### src/common/tssc_map.vh
`ifndef TSSC_MAP_VH
`define TSSC_MAP_VH
// Output control latch address and bit positions
`define TSSC_OCL_ADDR 16'hFF7F
`define TSSC_OCL_HEATER 0
`define TSSC_OCL_PUMP 1
`define TSSC_OCL_HOT_VALVE 2
`define TSSC_OCL_COLD_VALVE 3
`define TSSC_OCL_ALARM 4
`define TSSC_OCL_COMPRESSOR 5
`define TSSC_OCL_LEADER_A 6
`define TSSC_OCL_LEADER_B 7
// Latch reset: all drives off (pins high)
`define TSSC_OCL_RESET 8'hFF
// Temperature thresholds in 0.1 degC units
`define TSSC_CUT_OUT_DC 12'h021
`define TSSC_CUT_IN_DC 12'h03A
// Flash period of alert/alarm toggle in ms
`define TSSC_FLASH_MS 250
`define TSSC_CLK_HZ 20000000
// 250 ms at 20 MHz, sized to the flash counter
`define TSSC_FLASH_CYC 24'h4C4B40
`endif

### src/verilog/tssc_sync.v
`timescale 1ns/1ps
// Three-stage synchroniser; change accepted when stages 2 and 3 agree
module tssc_sync (
	core_clk,
	sys_rst,
	async_in,
	sync_out
);
	input wire core_clk;
	input wire sys_rst;
	input wire async_in;
	output reg sync_out;
	reg s1_r;
	reg s2_r;
	reg s3_r;
	always @(posedge core_clk) begin
		if (sys_rst) begin
			s1_r <= 1'b0;
			s2_r <= 1'b0;
			s3_r <= 1'b0;
			sync_out <= 1'b0;
		end else begin
			s1_r <= async_in;
			s2_r <= s1_r;
			s3_r <= s2_r;
			if (s2_r == s3_r)
				sync_out <= s3_r;
		end
	end
endmodule

### src/verilog/tssc_ctrl.v
`timescale 1ns/1ps
`include "tssc_map.vh"
module tssc_ctrl (
	core_clk,
	sys_rst,
	bus_addr,
	bus_wdata,
	bus_wr,
	reservoir_temp,
	temp_valid,
	internal_fault,
	fault_code,
	shutdown_signal_buffer,
	shutdown_sense_input,
	output_control_latch,
	shutdown_command_output,
	display_blank,
	alert_led,
	remove_from_use_led,
	alarm_drive,
	shutdown_active,
	shutdown_code
);
	input wire core_clk;
	input wire sys_rst;
	input wire [15:0] bus_addr;
	input wire [7:0] bus_wdata;
	input wire bus_wr;
	input wire [11:0] reservoir_temp;
	input wire temp_valid;
	input wire internal_fault;
	input wire [3:0] fault_code;
	input wire shutdown_signal_buffer;
	input wire shutdown_sense_input;
	output reg [7:0] output_control_latch;
	output reg shutdown_command_output;
	output reg display_blank;
	output reg alert_led;
	output reg remove_from_use_led;
	output reg alarm_drive;
	output reg shutdown_active;
	output reg [3:0] shutdown_code;

	localparam [1:0] ST_RUN = 2'b01;
	localparam [1:0] ST_SHUT = 2'b10;
	localparam [3:0] CODE_THERMOSTAT = 4'h1;
	localparam [23:0] FLASH_CYC = `TSSC_FLASH_CYC;

	wire sense_sync;
	wire buf_sync;
	reg [1:0] state_r;
	reg [7:0] sw_latch_r;
	reg comp_on_r;
	reg flash_r;
	reg [23:0] flash_cnt_r;
	reg [1:0] state_nxt;
	reg [7:0] ocl_nxt;

	// Active-low latch pin for a given write-one-to-enable bit
	function drv_pin;
		input en;
		begin
			drv_pin = ~en;
		end
	endfunction

	// Thermostat trip outranks an internal fault in the stored code
	function [3:0] sd_reason;
		input sense;
		input [3:0] code;
		begin
			if (sense)
				sd_reason = CODE_THERMOSTAT;
			else
				sd_reason = code;
		end
	endfunction

	// Both pins come from the power board, another domain
	tssc_sync u_sense (
		.core_clk(core_clk),
		.sys_rst(sys_rst),
		.async_in(shutdown_sense_input),
		.sync_out(sense_sync)
	);

	tssc_sync u_buf (
		.core_clk(core_clk),
		.sys_rst(sys_rst),
		.async_in(shutdown_signal_buffer),
		.sync_out(buf_sync)
	);

	// Software writes to the latch; drive bits are stored as enables
	always @(posedge core_clk) begin
		if (sys_rst)
			sw_latch_r <= 8'h00;
		else if (bus_wr && bus_addr == `TSSC_OCL_ADDR)
			sw_latch_r <= bus_wdata;
	end

	// Hysteresis: no change inside the band
	// Samples without temp_valid are ignored
	always @(posedge core_clk) begin
		if (sys_rst) begin
			comp_on_r <= 1'b0;
		end else if (temp_valid) begin
			if (reservoir_temp <= `TSSC_CUT_OUT_DC)
				comp_on_r <= 1'b0;
			else if (reservoir_temp >= `TSSC_CUT_IN_DC)
				comp_on_r <= 1'b1;
		end
	end

	// Only a reset (power cycle) leaves the shutdown state
	always @* begin
		state_nxt = state_r;
		case (state_r)
			ST_RUN: begin
				if (sense_sync || internal_fault)
					state_nxt = ST_SHUT;
			end
			ST_SHUT: begin
				state_nxt = ST_SHUT;
			end
			default: begin
				state_nxt = ST_SHUT;
			end
		endcase
	end

	always @(posedge core_clk) begin
		if (sys_rst) begin
			state_r <= ST_RUN;
			shutdown_code <= 4'h0;
		end else begin
			state_r <= state_nxt;
			if (state_r == ST_RUN && state_nxt == ST_SHUT) begin
				shutdown_code <= sd_reason(sense_sync,
					fault_code);
			end
		end
	end

	// Counter idles outside shutdown so the first phase is a full one
	always @(posedge core_clk) begin
		if (sys_rst || state_r != ST_SHUT) begin
			flash_cnt_r <= 24'h000000;
			flash_r <= 1'b0;
		end else if (flash_cnt_r == FLASH_CYC - 24'h000001) begin
			flash_cnt_r <= 24'h000000;
			flash_r <= ~flash_r;
		end else begin
			flash_cnt_r <= flash_cnt_r + 24'h000001;
		end
	end

	always @* begin
		ocl_nxt = `TSSC_OCL_RESET;
		if (state_r == ST_RUN) begin
			ocl_nxt[`TSSC_OCL_HEATER] = drv_pin(sw_latch_r[`TSSC_OCL_HEATER]);
			ocl_nxt[`TSSC_OCL_PUMP] = drv_pin(sw_latch_r[`TSSC_OCL_PUMP]);
			ocl_nxt[`TSSC_OCL_HOT_VALVE] =
				drv_pin(sw_latch_r[`TSSC_OCL_HOT_VALVE]);
			ocl_nxt[`TSSC_OCL_COLD_VALVE] =
				drv_pin(sw_latch_r[`TSSC_OCL_COLD_VALVE]);
			ocl_nxt[`TSSC_OCL_ALARM] = sw_latch_r[`TSSC_OCL_ALARM];
			ocl_nxt[`TSSC_OCL_LEADER_A] = sw_latch_r[`TSSC_OCL_LEADER_A];
			ocl_nxt[`TSSC_OCL_LEADER_B] = sw_latch_r[`TSSC_OCL_LEADER_B];
			// Regulation decides, software bit must also permit
			ocl_nxt[`TSSC_OCL_COMPRESSOR] = drv_pin(comp_on_r &&
				sw_latch_r[`TSSC_OCL_COMPRESSOR]);
		end else begin
			// All drives off; alarm pin follows flashing
			ocl_nxt[`TSSC_OCL_ALARM] = ~flash_r;
		end
	end

	// Registered so every pin comes straight from a flip-flop
	always @(posedge core_clk) begin
		if (sys_rst) begin
			output_control_latch <= `TSSC_OCL_RESET;
			shutdown_command_output <= 1'b0;
			display_blank <= 1'b0;
			alert_led <= 1'b0;
			remove_from_use_led <= 1'b0;
			alarm_drive <= 1'b0;
			shutdown_active <= 1'b0;
		end else begin
			output_control_latch <= ocl_nxt;
			shutdown_active <= (state_r == ST_SHUT);
			shutdown_command_output <= (state_r == ST_SHUT);
			display_blank <= (state_r == ST_SHUT);
			if (state_r == ST_SHUT) begin
				alert_led <= flash_r;
				remove_from_use_led <= 1'b1;
				alarm_drive <= flash_r;
			end else begin
				// External signal lights without software action
				alert_led <= buf_sync;
				remove_from_use_led <= buf_sync;
				alarm_drive <= buf_sync |
					~sw_latch_r[`TSSC_OCL_ALARM];
			end
		end
	end
endmodule

### config.mk
export PLATFORM = sky130hd
export DESIGN_NAME = tssc_ctrl
export DESIGN_NICKNAME = d
export VERILOG_FILES = /design/src/verilog/tssc_sync.v /design/src/verilog/tssc_ctrl.v
export VERILOG_INCLUDE_DIRS = /design/src /design/src/common
export SDC_FILE = /design/constraint.sdc
export NUM_CORES = 1
export LEC_CHECK = 0
export BUFFER_PORTS_ARGS = -buffer_cell sky130_fd_sc_hd__buf_2
export CAP_MARGIN = 20
export CORE_ASPECT_RATIO = 1.1
export CORE_MARGIN = 5
export CORE_UTILIZATION = 30
export DETAILED_ROUTE_END_ITERATION = 7
export GPL_TIMING_DRIVEN = 0
export SLEW_MARGIN = 40
export SYNTH_ARGS = -nofsm -noshare
export SYNTH_HDL_FRONTEND = slang
export SYNTH_SLANG_ARGS = --single-unit
export TNS_END_PERCENT = 30
### constraint.sdc
create_clock -name core_clk -period 3.3 [get_ports core_clk]
set_clock_uncertainty 0.2 [all_clocks]
set_input_delay 0.66 -clock core_clk [delete_from_list [all_inputs] [get_ports core_clk]]
set_output_delay 0.66 -clock core_clk [all_outputs]
set_load 0.02 [all_outputs]
* After elaboration in Yosys (flattened, before gate mapping)
Index checks and enable logic that the tools add are counted.
** Operators by class
- Add/sub/neg operators :: 1
- $lt $le $gt $ge :: 2
- Eq/ne operators :: 8
- Muxes and demuxes :: 9
- Bitwise operators :: 9
- Reductions and logical operators :: 9
** Operators with widths (count)
- 24-bit by 1-bit adder with 24-bit output (second input constant) :: 1
- 24-bit by 23-bit equality test with 1-bit output (second input constant) :: 1
- 16-bit equality test (second input constant) :: 1
- 12-bit by 6-bit >= comparator with 1-bit output (second input constant) :: 1
- 12-bit by 6-bit <= comparator with 1-bit output (second input constant) :: 1
- 1-bit inverter :: 8
- 1-bit 2-to-1 mux :: 6
- 2-bit equality test (second input constant) :: 2
- 2-bit 2-to-1 mux :: 2
- 4-bit 2-to-1 mux :: 1
- 2-bit OR reduction :: 2
- 1-bit logical AND :: 3
- 1-bit equality test :: 2
- 2-bit by 1-bit equality test with 1-bit output (second input constant) :: 1
- 1-bit logical OR :: 2
- 2-bit inequality test (second input constant) :: 1
- 2-bit AND reduction :: 1
- 2-bit nonzero test :: 1
- 1-bit bitwise OR :: 1
** Storage, ports and cells
- Register bits :: 60
- Bits of input ports :: 47
- Output and inout port bits :: 18
- Word-level logic and storage cells :: 58

* Depth between registers and ports, before layout
Gate-level depths: netlist of run 1.
- Depth after elaboration :: 5
- Mapped depth :: 6

* Modules after synthesis
A second synthesis of run 1 with hierarchy kept.
** Second synthesis, totals
- Cells, all modules :: 264
- Area, all modules :: 2349.8 µm²
** By module, submodules not included
- tssc_ctrl :: times used 1, cells an instance 244, area an instance 2124.5 µm²
- tssc_sync :: times used 2, cells an instance 10, area an instance 112.6 µm²

* Worst setup path before layout of run 1
No wires, ideal clock.
- Kind :: register to register
- Start point :: register flash_cnt_r[0]
- End point :: register flash_cnt_r[2]
- Arrival time :: 1884 ps
- Required time :: 2982 ps
- Path slack :: 1099 ps
- Stages on the path, launching flop included :: 7
- Path buffers :: 1
- Cells stage by stage :: dfxtp_1 ha_1 nand3_1 or4_1 o21ai_1 buf_2 nor2_1
** Between the ends
- Longest elaborated chain between the ends :: 2
- Elaborated cells on any way between the ends :: 3
- Those cells by class :: add/sub: 1; eq/ne: 1; reduce/logical: 1
** Ends and longest elaborated chain
- start, declared :: RTL line tssc_ctrl.v:55 : reg [23:0] flash_cnt_r;
- start signal, assigned :: RTL line tssc_ctrl.v:154 : flash_cnt_r <= flash_cnt_r + 24'h000001;
- branches (longest 2 deep; another with 24-bit by 1-bit adder with 24-bit output)
Parallel ways; which one is timed is not known.
A chain may end at the register's enable or synchronous reset.

* Final worst setup path of run 1
- Start point :: register flash_cnt_r[0]
- End point :: register flash_cnt_r[3]
Same word-level chain as after synthesis.

==> run summary, run 1 <==
===========================================================================================
Pint                                                                             0.001201 W
P_sw                                                                            0.0003411 W
Die outline area                                                                 9844 sq um
Width of the die                                                                   95.06 um
Number of design-rule violations left by the first detailed-router iteration             74
Final std cell area, no fill                                                     3054 sq um
Proportion of power drawn by combinational gates                                       5.4%
Final RePlAce weighted congestion                                                    0.7697
Class of the most critical setup path                                          register to register
Maximum number of pins on one net before global-route repair                             12
Final #Nets                                                                             388
CP Launch Point                                                                flash_cnt_r[0]
Aggregate routed wire length                                                        5447 um
Required time worst endpoint                                                        3.32 ns
Max FO, Critical Path                                                                    10
Maximum Capacitance Violations                                                            0
Crit path buf inv count                                                                   1
Count of instances resized after the clock tree is built                                  0
Clock latency at the later pin of the worst-skew pair                               0.33 ns
Number of flip-flops and latches in the synthesized netlist                              60
Initial antenna violation count                                                           0
Clock root cell                                                                    clkbuf_8
Signed area change from the synthesized netlist to the final layout                  27.94%
Core occupancy in the finished layout                                                39.02%
Design Power                                                                     0.001542 W
Core area                                                                        7828 sq um
Startpoint of the most critical hold path                                      sw_latch_r[3]
Number of enable-type register cells in the synthesized netlist                           0
Number of global-route vias before repair                                              2042
Clock share of power                                                                  46.3%
Share of the cycle needed by the critical path after routing                         78.91%
Buffers added on ports                                                                   63
Die Y-Extent                                                                       103.6 um
Cell family with the largest share of critical-path delay                      simple AND/OR/NAND/NOR gates
Post-Place Cell Area                                                             2838 sq um
Count of standard-cell rows                                                              34
Number of endpoints with negative hold slack in the final report                          0
Mapped Avg Cell Area                                                            8.975 sq um
Startpoint type of the worst setup path                                            register
Flop pwr share                                                                        48.2%
Number of slew-limit violations in the final report                                       0
CTS Hold Buffers Added                                                                    0
Max Clock Freq                                                                    384.0 MHz
H-tree levels                                                                             3
Clock tree from TritonCTS                                                             built
Total routing resource utilization after global routing                              11.63%
Path type of the worst min-delay path                                          register to register
Wire length of the first global-routing pass                                        9101 um
Net count after synthesis                                                               314
Most instantiated flip-flop cell in the synthesis netlist                           dfxtp_1
TritonCTS Sinks                                                                          60
Critical R2R Launch                                                            flash_cnt_r[0]
Number of synthesis warnings                                                              0
Vias                                                                                   2138
Number of top-level pins                                                                 65
Initial standard-cell utilization of the core                                        30.50%
Count of TritonRoute iterations in the first routing pass                                 6
Synthesized instance count                                                              266
Clock Pin Slew Worst Setup and Hold Paths                                           0.07 ns
Transition time of the tightest slew-check pin                                    0.5311 ns
Cells along the critical path                                                  ha_1 > nand3_1 > or4_1 > o21ai_1 > buf_2 > nor2_1
Pwr dens                                                                       504.8 nW/um^2
Highest-delay cell along the critical path                                            or4_1
Portion of the post-synthesis area used by sequential elements                       50.31%
Final global-route overflow total                                                         0
RSZ-0062 raised after global routing                                                  false
Switching share of power                                                             22.13%
Maximum buffer depth of the clock tree                                                    2
Via density per instance                                                              4.720
Total CTS buffers                                                                         9
Result of the run                                                              complete, no violations
Hold Slack                                                                        0.1896 ns
Cell area after technology mapping                                               2387 sq um
Number of distinct standard cells referenced by the synthesized netlist                  41
Shortest period the worst path allows                                              2.604 ns
Critical path arrival                                                               2.62 ns
Post-CTS setup repair buffer count                                                        0
Worst-case vdd ir drop                                                          0.0003090 V
Average wire per standard cell                                                     12.02 um
Fraction of registers with async set or reset after synthesis                            0%
Slew Limit Headroom                                                                  64.46%
Ant. Diodes                                                                               0
# DRC                                                                                     0
Share of cells above drive strength 1                                                26.09%
Static Leak                                                                        1.110 nW
Detailed placer's ending HPWL                                                       4063 um
Final total negative setup slack                                                       0 ns
Number of setup violations in the final report                                            0
CP Capture Type                                                                    register
Final antenna-violating net count                                                         0
CP max stage delay                                                                  0.65 ns
===========================================================================================
[power by group through the flow]
| stage | Combinational (W) | Clock [W] | Sequential (W) |
|---|---|---|---|
| after floorplan | 0.0000322 | 0 | 0.000768 |
| after global placement | 0.0000847 | 0 | 0.000760 |
| after detailed placement | 0.0000852 | 0 | 0.000760 |
| after CTS | 0.0000857 | 0.000733 | 0.000744 |
| after global routing | 0.0000945 | 0.000774 | 0.000745 |
| final | 0.0000839 | 0.000714 | 0.000744 |
[logic make-up (layout without fill, tap and decap cells)]
group                      count (synthesis)  in the layout  share of synthesized area [%]
and+or+nand+nor                          125            125                          29.51
AOI/OAI and AO/OA                         50             50                          11.48
buffers and inverters                     17             96                          3.407
xor gates and xnor gates                  13             13                          4.769
adders and majority gates                  1              1                         0.5240
DFF                                       60             60                          50.31
[layout by cell type (no fill, tap or decap), types with 7 or more instances in the layout]
cell,count
xnor2_1,9
nand2_1,19
inv_1,7
nor2b_1,8
a21oi_1,23
clkbuf_8,9
nand3_1,18
nor2_1,27
dfxtp_1,60
o21ai_0,18
buf_2,65
nor3_1,8
[registers in the layout (all words and copies together) (netlist names), 2 cells and up]
register              count
flash_cnt_r              24
output_control_latch      8
sw_latch_r                8
shutdown_code             4
state_r                   2
[through the flow]
| stage | setup WS (ns) | std cells |
|---|---|---|
| after floorplan | 1.099 | 266 |
| after global placement | 0.6799 | 437 |
| after detailed placement | 0.6661 | 437 |
| after CTS | 0.6570 | 453 |
| after global routing | 0.4926 | 453 |
| final | 0.6961 | 453 |
[path summary, 6_finish.rpt]
path	end	slack, ns	cells after the start
max	flash_cnt_r[3]	0.70	6
max reg2reg	flash_cnt_r[3]	0.70	6
min	output_control_latch[3]	0.19	1
min reg2reg	output_control_latch[3]	0.19	1
[synthesized netlist by cell type (all sizes together), types with 2 or more instances]
master / n / share of area (%)
and4: 2 / 0.73
nand3b: 4 / 1.3
nor2: 27 / 4.2
dfxtp: 60 / 50
nand4: 7 / 2.7
xor2: 4 / 1.5
o31ai: 4 / 1.3
xnor2: 9 / 3.3
o21ai: 19 / 4.0
nand3: 18 / 3.8
or3: 6 / 1.6
buf: 5 / 1.5
nand2: 19 / 3.0
or4: 8 / 2.9
nor2b: 8 / 2.1
nor3: 8 / 1.7
a21oi: 24 / 5.2
inv: 7 / 1.1
and3: 2 / 0.52
clkbuf: 5 / 0.79
nor4: 6 / 1.6
nand2b: 4 / 1.0
[cell type report]
type | instances | area [sq um]
inverter | 7 | 26.28
buffer | 10 | 55.05
tap | 108 | 135.1
clock buffer | 10 | 127.6
timing repair buffer | 63 | 315.3
sequential | 60 | 1201
clock inverter | 6 | 88.84
fill | 835 | 4773
multi-input combinational | 189 | 1105
[metal layers]
| metal | vias to the layer above | wire (um) | GRT usage (%) |
|---|---|---|---|
| li1 | 1100 | - | - |
| met1 | 967 | 2530 | 14.38 |
| met2 | 63 | 2500 | 18.19 |
| met3 | 8 | 307 | 4.278 |
| met4 | 0 | 108 | 4.536 |
| met5 | - | 0 | 0 |
Power figures use the tool's default switching activity.
==> inputs of run 2 (changes only) <==
- clock period: 3.3 -> 2.2 ns (I/O delays scaled with it)
==> run summary, run 2 (same netlist as run 1, synthesis figures left out) <==
===========================================================================================
Result of the run                                                              complete, no violations
Clock tree from TritonCTS                                                             built
CP Capture Point                                                               flash_cnt_r[19]
CP Launch Point                                                                flash_cnt_r[8]
Number of endpoints with negative hold slack in the final report                          0   unchanged
Class of the most critical setup path                                          register to register
Maximum number of pins on one net before global-route repair                             11   -1
Required time worst endpoint                                                        2.27 ns   -1.05 ns
RSZ-0062 raised after global routing                                                  false
Static Leak                                                                        1.150 nW   +3.6%
Critical R2R Launch                                                            flash_cnt_r[8]
Max FO, Critical Path                                                                    10   unchanged
Hold Slack                                                                        0.1187 ns   -0.07096 ns
Number of top-level pins                                                                 65   unchanged
Path type of the worst min-delay path                                          input pin to register
Signed area change from the synthesized netlist to the final layout                  32.08%
Capturing point of the worst reg2reg path                                      flash_cnt_r[19]
Area of the multi-input gates                                                    1156 sq um   +4.6%
Critical path arrival                                                               2.20 ns   -0.42 ns
Total routing resource utilization after global routing                              11.72%   +0.088 points
Transition time of the tightest slew-check pin                                    0.5206 ns   -0.01046 ns
Die outline area                                                                 9844 sq um   unchanged
Startpoint type of the worst setup path                                            register
Pwr dens                                                                       758.6 nW/um^2   +50%
Initial standard-cell utilization of the core                                        30.50%   unchanged
Share of the cycle needed by the critical path after routing                         96.59%   +18 points
Via density per instance                                                              4.658   -1.3%
Number of slew-limit violations in the final report                                       0   unchanged
Ant. Diodes                                                                               0   unchanged
Final RePlAce weighted congestion                                                    0.7535   -2.1%
Final #Nets                                                                             389   +0.26%
Clock Pin Slew Worst Setup and Hold Paths                                           0.07 ns   about the same
Final antenna-violating net count                                                         0   unchanged
Maximum buffer depth of the clock tree                                                    2   unchanged
Slew Limit Headroom                                                                  65.16%   +0.70 points
Total CTS buffers                                                                         9   unchanged
Clock root cell                                                                    clkbuf_8
R2r setup slk                                                                       0.08 ns   -0.62 ns
CTS Hold Buffers Added                                                                    0   unchanged
Register bank with the most flops                                               flash_cnt_r
Number of setup violations in the final report                                            0   unchanged
Width of the die                                                                   95.06 um   unchanged
Regs by FF count                                                               flash_cnt_r x24, output_control_latch x8, sw_latch_r x8
Combined flip-flop and latch cell area                                           1211 sq um   +0.83%
Number of global-route vias before repair                                              2080   +1.9%
Final global-route overflow total                                                         0   unchanged
Core area                                                                        7828 sq um   unchanged
Final total negative setup slack                                                       0 ns   unchanged
Detailed placer's ending HPWL                                                       4077 um   +0.35%
Maximum Capacitance Violations                                                            0   unchanged
Clock latency at the later pin of the worst-skew pair                               0.33 ns   about the same
Count of standard-cell rows                                                              34   unchanged
Worst-case vdd ir drop                                                          0.0002563 V   -17%
TritonCTS Sinks                                                                          60   unchanged
Shortest period the worst path allows                                              2.125 ns   -0.4790 ns
Number of design-rule violations left by the first detailed-router iteration             65   -12%
Most common cell after layout, fill and taps aside                                    buf_2
CP Capture Type                                                                    register
Vias                                                                                   2110   -1.3%
Layout filler cell count                                                                781   -6.5%
Aggregate routed wire length                                                        5492 um   +0.83%
Final std cell area, no fill                                                     3153 sq um   +3.2%
Max Clock Freq                                                                    470.6 MHz   +23%
Post-Place Cell Area                                                             2841 sq um   +0.13%
Commonest non-fill, non-tap cells in the layout                                63 x buf_2, 52 x dfxtp_1, 27 x nor2_1, 23 x a21oi_1, 19 x nand2_1
Count of TritonRoute iterations in the first routing pass                                 4   -2
Die Y-Extent                                                                       103.6 um   unchanged
Wire length of the first global-routing pass                                        9232 um   +1.4%
Average wire per standard cell                                                     12.12 um   +0.83%
Share of cells above drive strength 1                                                29.86%   +3.8 points
Number of flip-flops in the largest register                                             24   unchanged
Buffers added on ports                                                                   63   unchanged
R2R cell count                                                                            5   -1
# DRC                                                                                     0   unchanged
Initial antenna violation count                                                           0   unchanged
H-tree levels                                                                             3   unchanged
===========================================================================================
[run 2: worst min path at each step]
stage                                         end  depth (start not counted)              startpoint  slack (ns)
after floorplan           output_control_latch[0]                          1           sw_latch_r[0]        0.15
after global placement    output_control_latch[3]                          1           sw_latch_r[3]        0.16
after detailed placement  output_control_latch[1]                          1           sw_latch_r[1]        0.16
after CTS                              u_buf.s1_r                          2  shutdown_signal_buffer        0.11
after global routing                 u_sense.s1_r                          2    shutdown_sense_input        0.12
final                                  u_buf.s1_r                          2  shutdown_signal_buffer        0.12
[run 2: stage by stage]
step / worst slack, ns / std cells / util (%) / power (W)
3_5_place_dp: -0.3769 / 437 / 36.30 / 0.001269
3_3_place_gp: -0.3587 / 437 / 36.30 / 0.001266
2_1_floorplan: 0.03999 / 266 / - / 0.001201
6_report: 0.07504 / 453 / 40.28 / 0.002392
4_1_cts: -0.03421 / 452 / 39.83 / 0.002409
5_1_grt: 0.01470 / 453 / 40.28 / 0.002487
[run 2: area by class of cell]
type                       count  area share, %
tap                          108          4.286
buffer                        10          2.143
sequential                    60          38.41
inverter                       7         0.8333
clock buffer                  12          5.238
timing repair buffer          64          10.24
clock inverter                 3          2.183
multi-input combinational    189          36.67
[run 2: power breakdown]
part	internal, W	switching, W
logic	0.0000606	0.0000714
clock network	0.000726	0.000418
registers	0.00111	0.00000887
[run 2: layer usage]
metal  GRT usage (%)  vias to the layer above  routed length (um)
li1                -                     1095                   -
met4           5.361                        0                 112
met2           18.94                       36                2651
met1           14.05                      969                2508
met5               0                        -                   0
met3           3.553                       10                 220
[run 2: critical path: stages (launching register included)]
cell     delay, ns
dfxtp_2       0.38
nand4_4       0.15
or4_4         0.55
buf_6         0.16
or4_4         0.51
a21oi_2       0.13
[run 2: what timing repair did]
item / CTS / global route
pin swaps: 0 / 1
hold endpoints to repair: 0 / 0
gates resized for setup: 9 / 11
setup buffers: 0 / 1
setup endpoints to repair: 24 / 22
==> inputs of run 3 (changes only) <==
- BUFFER_PORTS_ARGS: -buffer_cell sky130_fd_sc_hd__buf_2 -> -buffer_cell sky130_fd_sc_hd__clkbuf_2
==> run summary, run 3 (same netlist as run 1, synthesis figures left out) <==
===========================================================================================
Most common cell after layout, fill and taps aside                                 clkbuf_2
Clock root cell                                                                    clkbuf_8
Area of the multi-input gates                                                    1156 sq um   unchanged
Via density per instance                                                              4.671   +0.28%
Number of setup violations in the final report                                            0   unchanged
P_sw                                                                            0.0005435 W   +9.0%
Pwr dens                                                                       717.6 nW/um^2   -5.4%
Critical path arrival                                                               2.19 ns   about the same
Aggregate routed wire length                                                        5584 um   +1.7%
CTS Hold Buffers Added                                                                    0   unchanged
Capturing point of the worst reg2reg path                                      flash_cnt_r[19]
Layout filler cell count                                                                815   +4.4%
Die Y-Extent                                                                       103.6 um   unchanged
Clock latency at the later pin of the worst-skew pair                               0.34 ns   about the same
Required time worst endpoint                                                        2.28 ns   about the same
Share of the cycle needed by the critical path after routing                         96.03%   -0.56 points
Combined flip-flop and latch cell area                                           1216 sq um   +0.41%
Final standard cell count with taps included and fillers excluded                       453   unchanged
CP Launch Point                                                                flash_cnt_r[10]
Maximum buffer depth of the clock tree                                                    2   unchanged
Count of standard-cell rows                                                              34   unchanged
Clock Pin Slew Worst Setup and Hold Paths                                           0.07 ns   about the same
Class of the most critical setup path                                          register to register
Number of flip-flops in the largest register                                             24   unchanged
Core area                                                                        7828 sq um   unchanged
Regs by FF count                                                               flash_cnt_r x24, output_control_latch x8, sw_latch_r x8
Final global-route overflow total                                                         0   unchanged
Number of top-level pins                                                                 65   unchanged
Detailed placer's ending HPWL                                                       4034 um   -1.0%
Ant. Diodes                                                                               0   unchanged
Number of endpoints with negative hold slack in the final report                          0   unchanged
Total routing resource utilization after global routing                              12.14%   +0.42 points
Result of the run                                                              complete, no violations
Register bank with the most flops                                               flash_cnt_r
Proportion of power drawn by combinational gates                                       5.8%   +0.3 points
Post-CTS setup repair buffer count                                                        0   unchanged
Max FO, Critical Path                                                                    10   unchanged
Commonest non-fill, non-tap cells in the layout                                63 x clkbuf_2, 50 x dfxtp_1, 27 x nor2_1, 23 x a21oi_1, 19 x nand2_1
Initial standard-cell utilization of the core                                        30.50%   unchanged
# DRC                                                                                     0   unchanged
R2r setup slk                                                                       0.09 ns   about the same
Clock tree from TritonCTS                                                             built
Initial antenna violation count                                                           0   unchanged
TritonCTS Sinks                                                                          60   unchanged
Number of global-route vias before repair                                              2084   +0.19%
Total CTS buffers                                                                         9   unchanged
Count of TritonRoute iterations in the first routing pass                                 4   unchanged
DP Cell Count                                                                           437   unchanged
Buffers added on ports                                                                   63   unchanged
Transition time of the tightest slew-check pin                                    0.4972 ns   -0.02344 ns
Worst-case vdd ir drop                                                          0.0002447 V   -4.6%
Clock share of power                                                                  44.3%   -3.6 points
CP Capture Type                                                                    register
Met3 track demand over resource                                                      3.916%   +0.36 points
Path type of the worst min-delay path                                          input pin to register
Maximum Capacitance Violations                                                            0   unchanged
Switching share of power                                                             24.31%   +3.5 points
Number of design-rule violations left by the first detailed-router iteration             98   +51%
Max Clock Freq                                                                    473.4 MHz   +0.59%
CP Capture Point                                                               flash_cnt_r[19]
M2 GR Usage                                                                          18.54%   -0.40 points
Shortest period the worst path allows                                              2.113 ns   -0.01241 ns
R2R cell count                                                                            5   unchanged
Critical R2R Launch                                                            flash_cnt_r[10]
Vias                                                                                   2116   +0.28%
Layer with the highest usage                                                           met2
Average wire per standard cell                                                     12.33 um   +1.7%
Met1 Use GR                                                                          14.89%   +0.84 points
Share of cells above drive strength 1                                                30.43%   +0.58 points
Worst setup timing slack at the placement stage                                  -0.3685 ns   +0.008389 ns
Signed area change from the synthesized netlist to the final layout                  30.50%
Final worst slack                                                                0.08744 ns   +0.01241 ns
Width of the die                                                                   95.06 um   unchanged
H-tree levels                                                                             3   unchanged
Final antenna-violating net count                                                         0   unchanged
Final #Nets                                                                             388   -0.26%
Pint                                                                             0.001692 W   -11%
Die outline area                                                                 9844 sq um   unchanged
Final RePlAce weighted congestion                                                    0.7602   +0.89%
RSZ-0062 raised after global routing                                                   true
Number of slew-limit violations in the final report                                       0   unchanged
Static Leak                                                                        1.134 nW   -1.4%
Startpoint type of the worst setup path                                            register
Wire length of the first global-routing pass                                        9508 um   +3.0%
Slew Limit Headroom                                                                  66.50%   +1.3 points
Maximum number of pins on one net before global-route repair                             13   +2
Flop pwr share                                                                        49.8%   +3.2 points
===========================================================================================
-- run 3: changes by cell type in the layout (fill, tap and decap cells not counted), moves of 2 or more --
| cell | previous run | this run |
|---|---|---|
| buf_2 | 63 | 0 |
| clkbuf_8 | 12 | 9 |
| clkinvlp_4 | 0 | 3 |
| clkbuf_2 | 0 | 63 |
| dfxtp_1 | 52 | 50 |
| inv_6 | 0 | 2 |
-- run 3: per-stage QoR --
step                      instance area (sq um)  hold WS [ns]  util, %  TNS [ns]  power (W)
after floorplan                            2391        0.1545        -         0   0.001201
after global placement                     2841        0.1616    36.30    -6.155   0.001267
after detailed placement                   2841        0.1636    36.30    -6.650   0.001269
after CTS                                  3089       0.09118    39.47         0   0.002264
after global routing                       3115        0.1121    39.80  -0.01696   0.002342
final                                      3115        0.1072    39.80         0   0.002236
-- run 3: cell type report --
cell class | count | share of cell area, %
clock inverters | 7 | 2.410
clock buffers | 9 | 3.976
inverters | 7 | 0.8434
repair buffers | 63 | 10.12
plain buffers | 10 | 2.169
multi-input cells | 189 | 37.11
well taps | 108 | 4.337
flip-flops and latches | 60 | 39.04
-- run 3: timing repair --
action | in CTS | in global routing
resized for setup | 12 | 11
hold endpoints to repair | 0 | 0
setup endpoints to repair | 24 | 22
pin swaps | 0 | 1
-- run 3: power by group through the flow --
stage               clock, W  sequential, W  combinational (W)
detailed placement         0        0.00114           0.000129
finish              0.000991        0.00111           0.000130
global placement           0        0.00114           0.000127
global route         0.00108        0.00112           0.000147
floorplan                  0        0.00115          0.0000486
CTS                  0.00102        0.00112           0.000131
-- run 3: worst max-delay path: stages, from the launching register on --
cell and delay (ns):
dfxtp_2 0.38, nand4_4 0.14, or4_4 0.54, buf_6 0.15
or4_4 0.51, a21oi_2 0.14
-- run 3: worst min-delay path by stage --
stage	slack, ns	startpoint	cells past startpoint	to
6_report	0.11	shutdown_sense_input	2	u_sense.s1_r
5_1_grt	0.11	bus_wdata[6]	3	sw_latch_r[6]
4_1_cts	0.09	shutdown_sense_input	2	u_sense.s1_r
3_5_place_dp	0.16	sw_latch_r[3]	1	output_control_latch[3]
3_3_place_gp	0.16	sw_latch_r[3]	1	output_control_latch[3]
2_1_floorplan	0.15	sw_latch_r[0]	1	output_control_latch[0]
-- run 3: layer usage --
layer  up-vias  wire [um]
met2        34       2670
met5         -          0
met3        13        262
li1       1102          -
met1       967       2487
met4         0        164
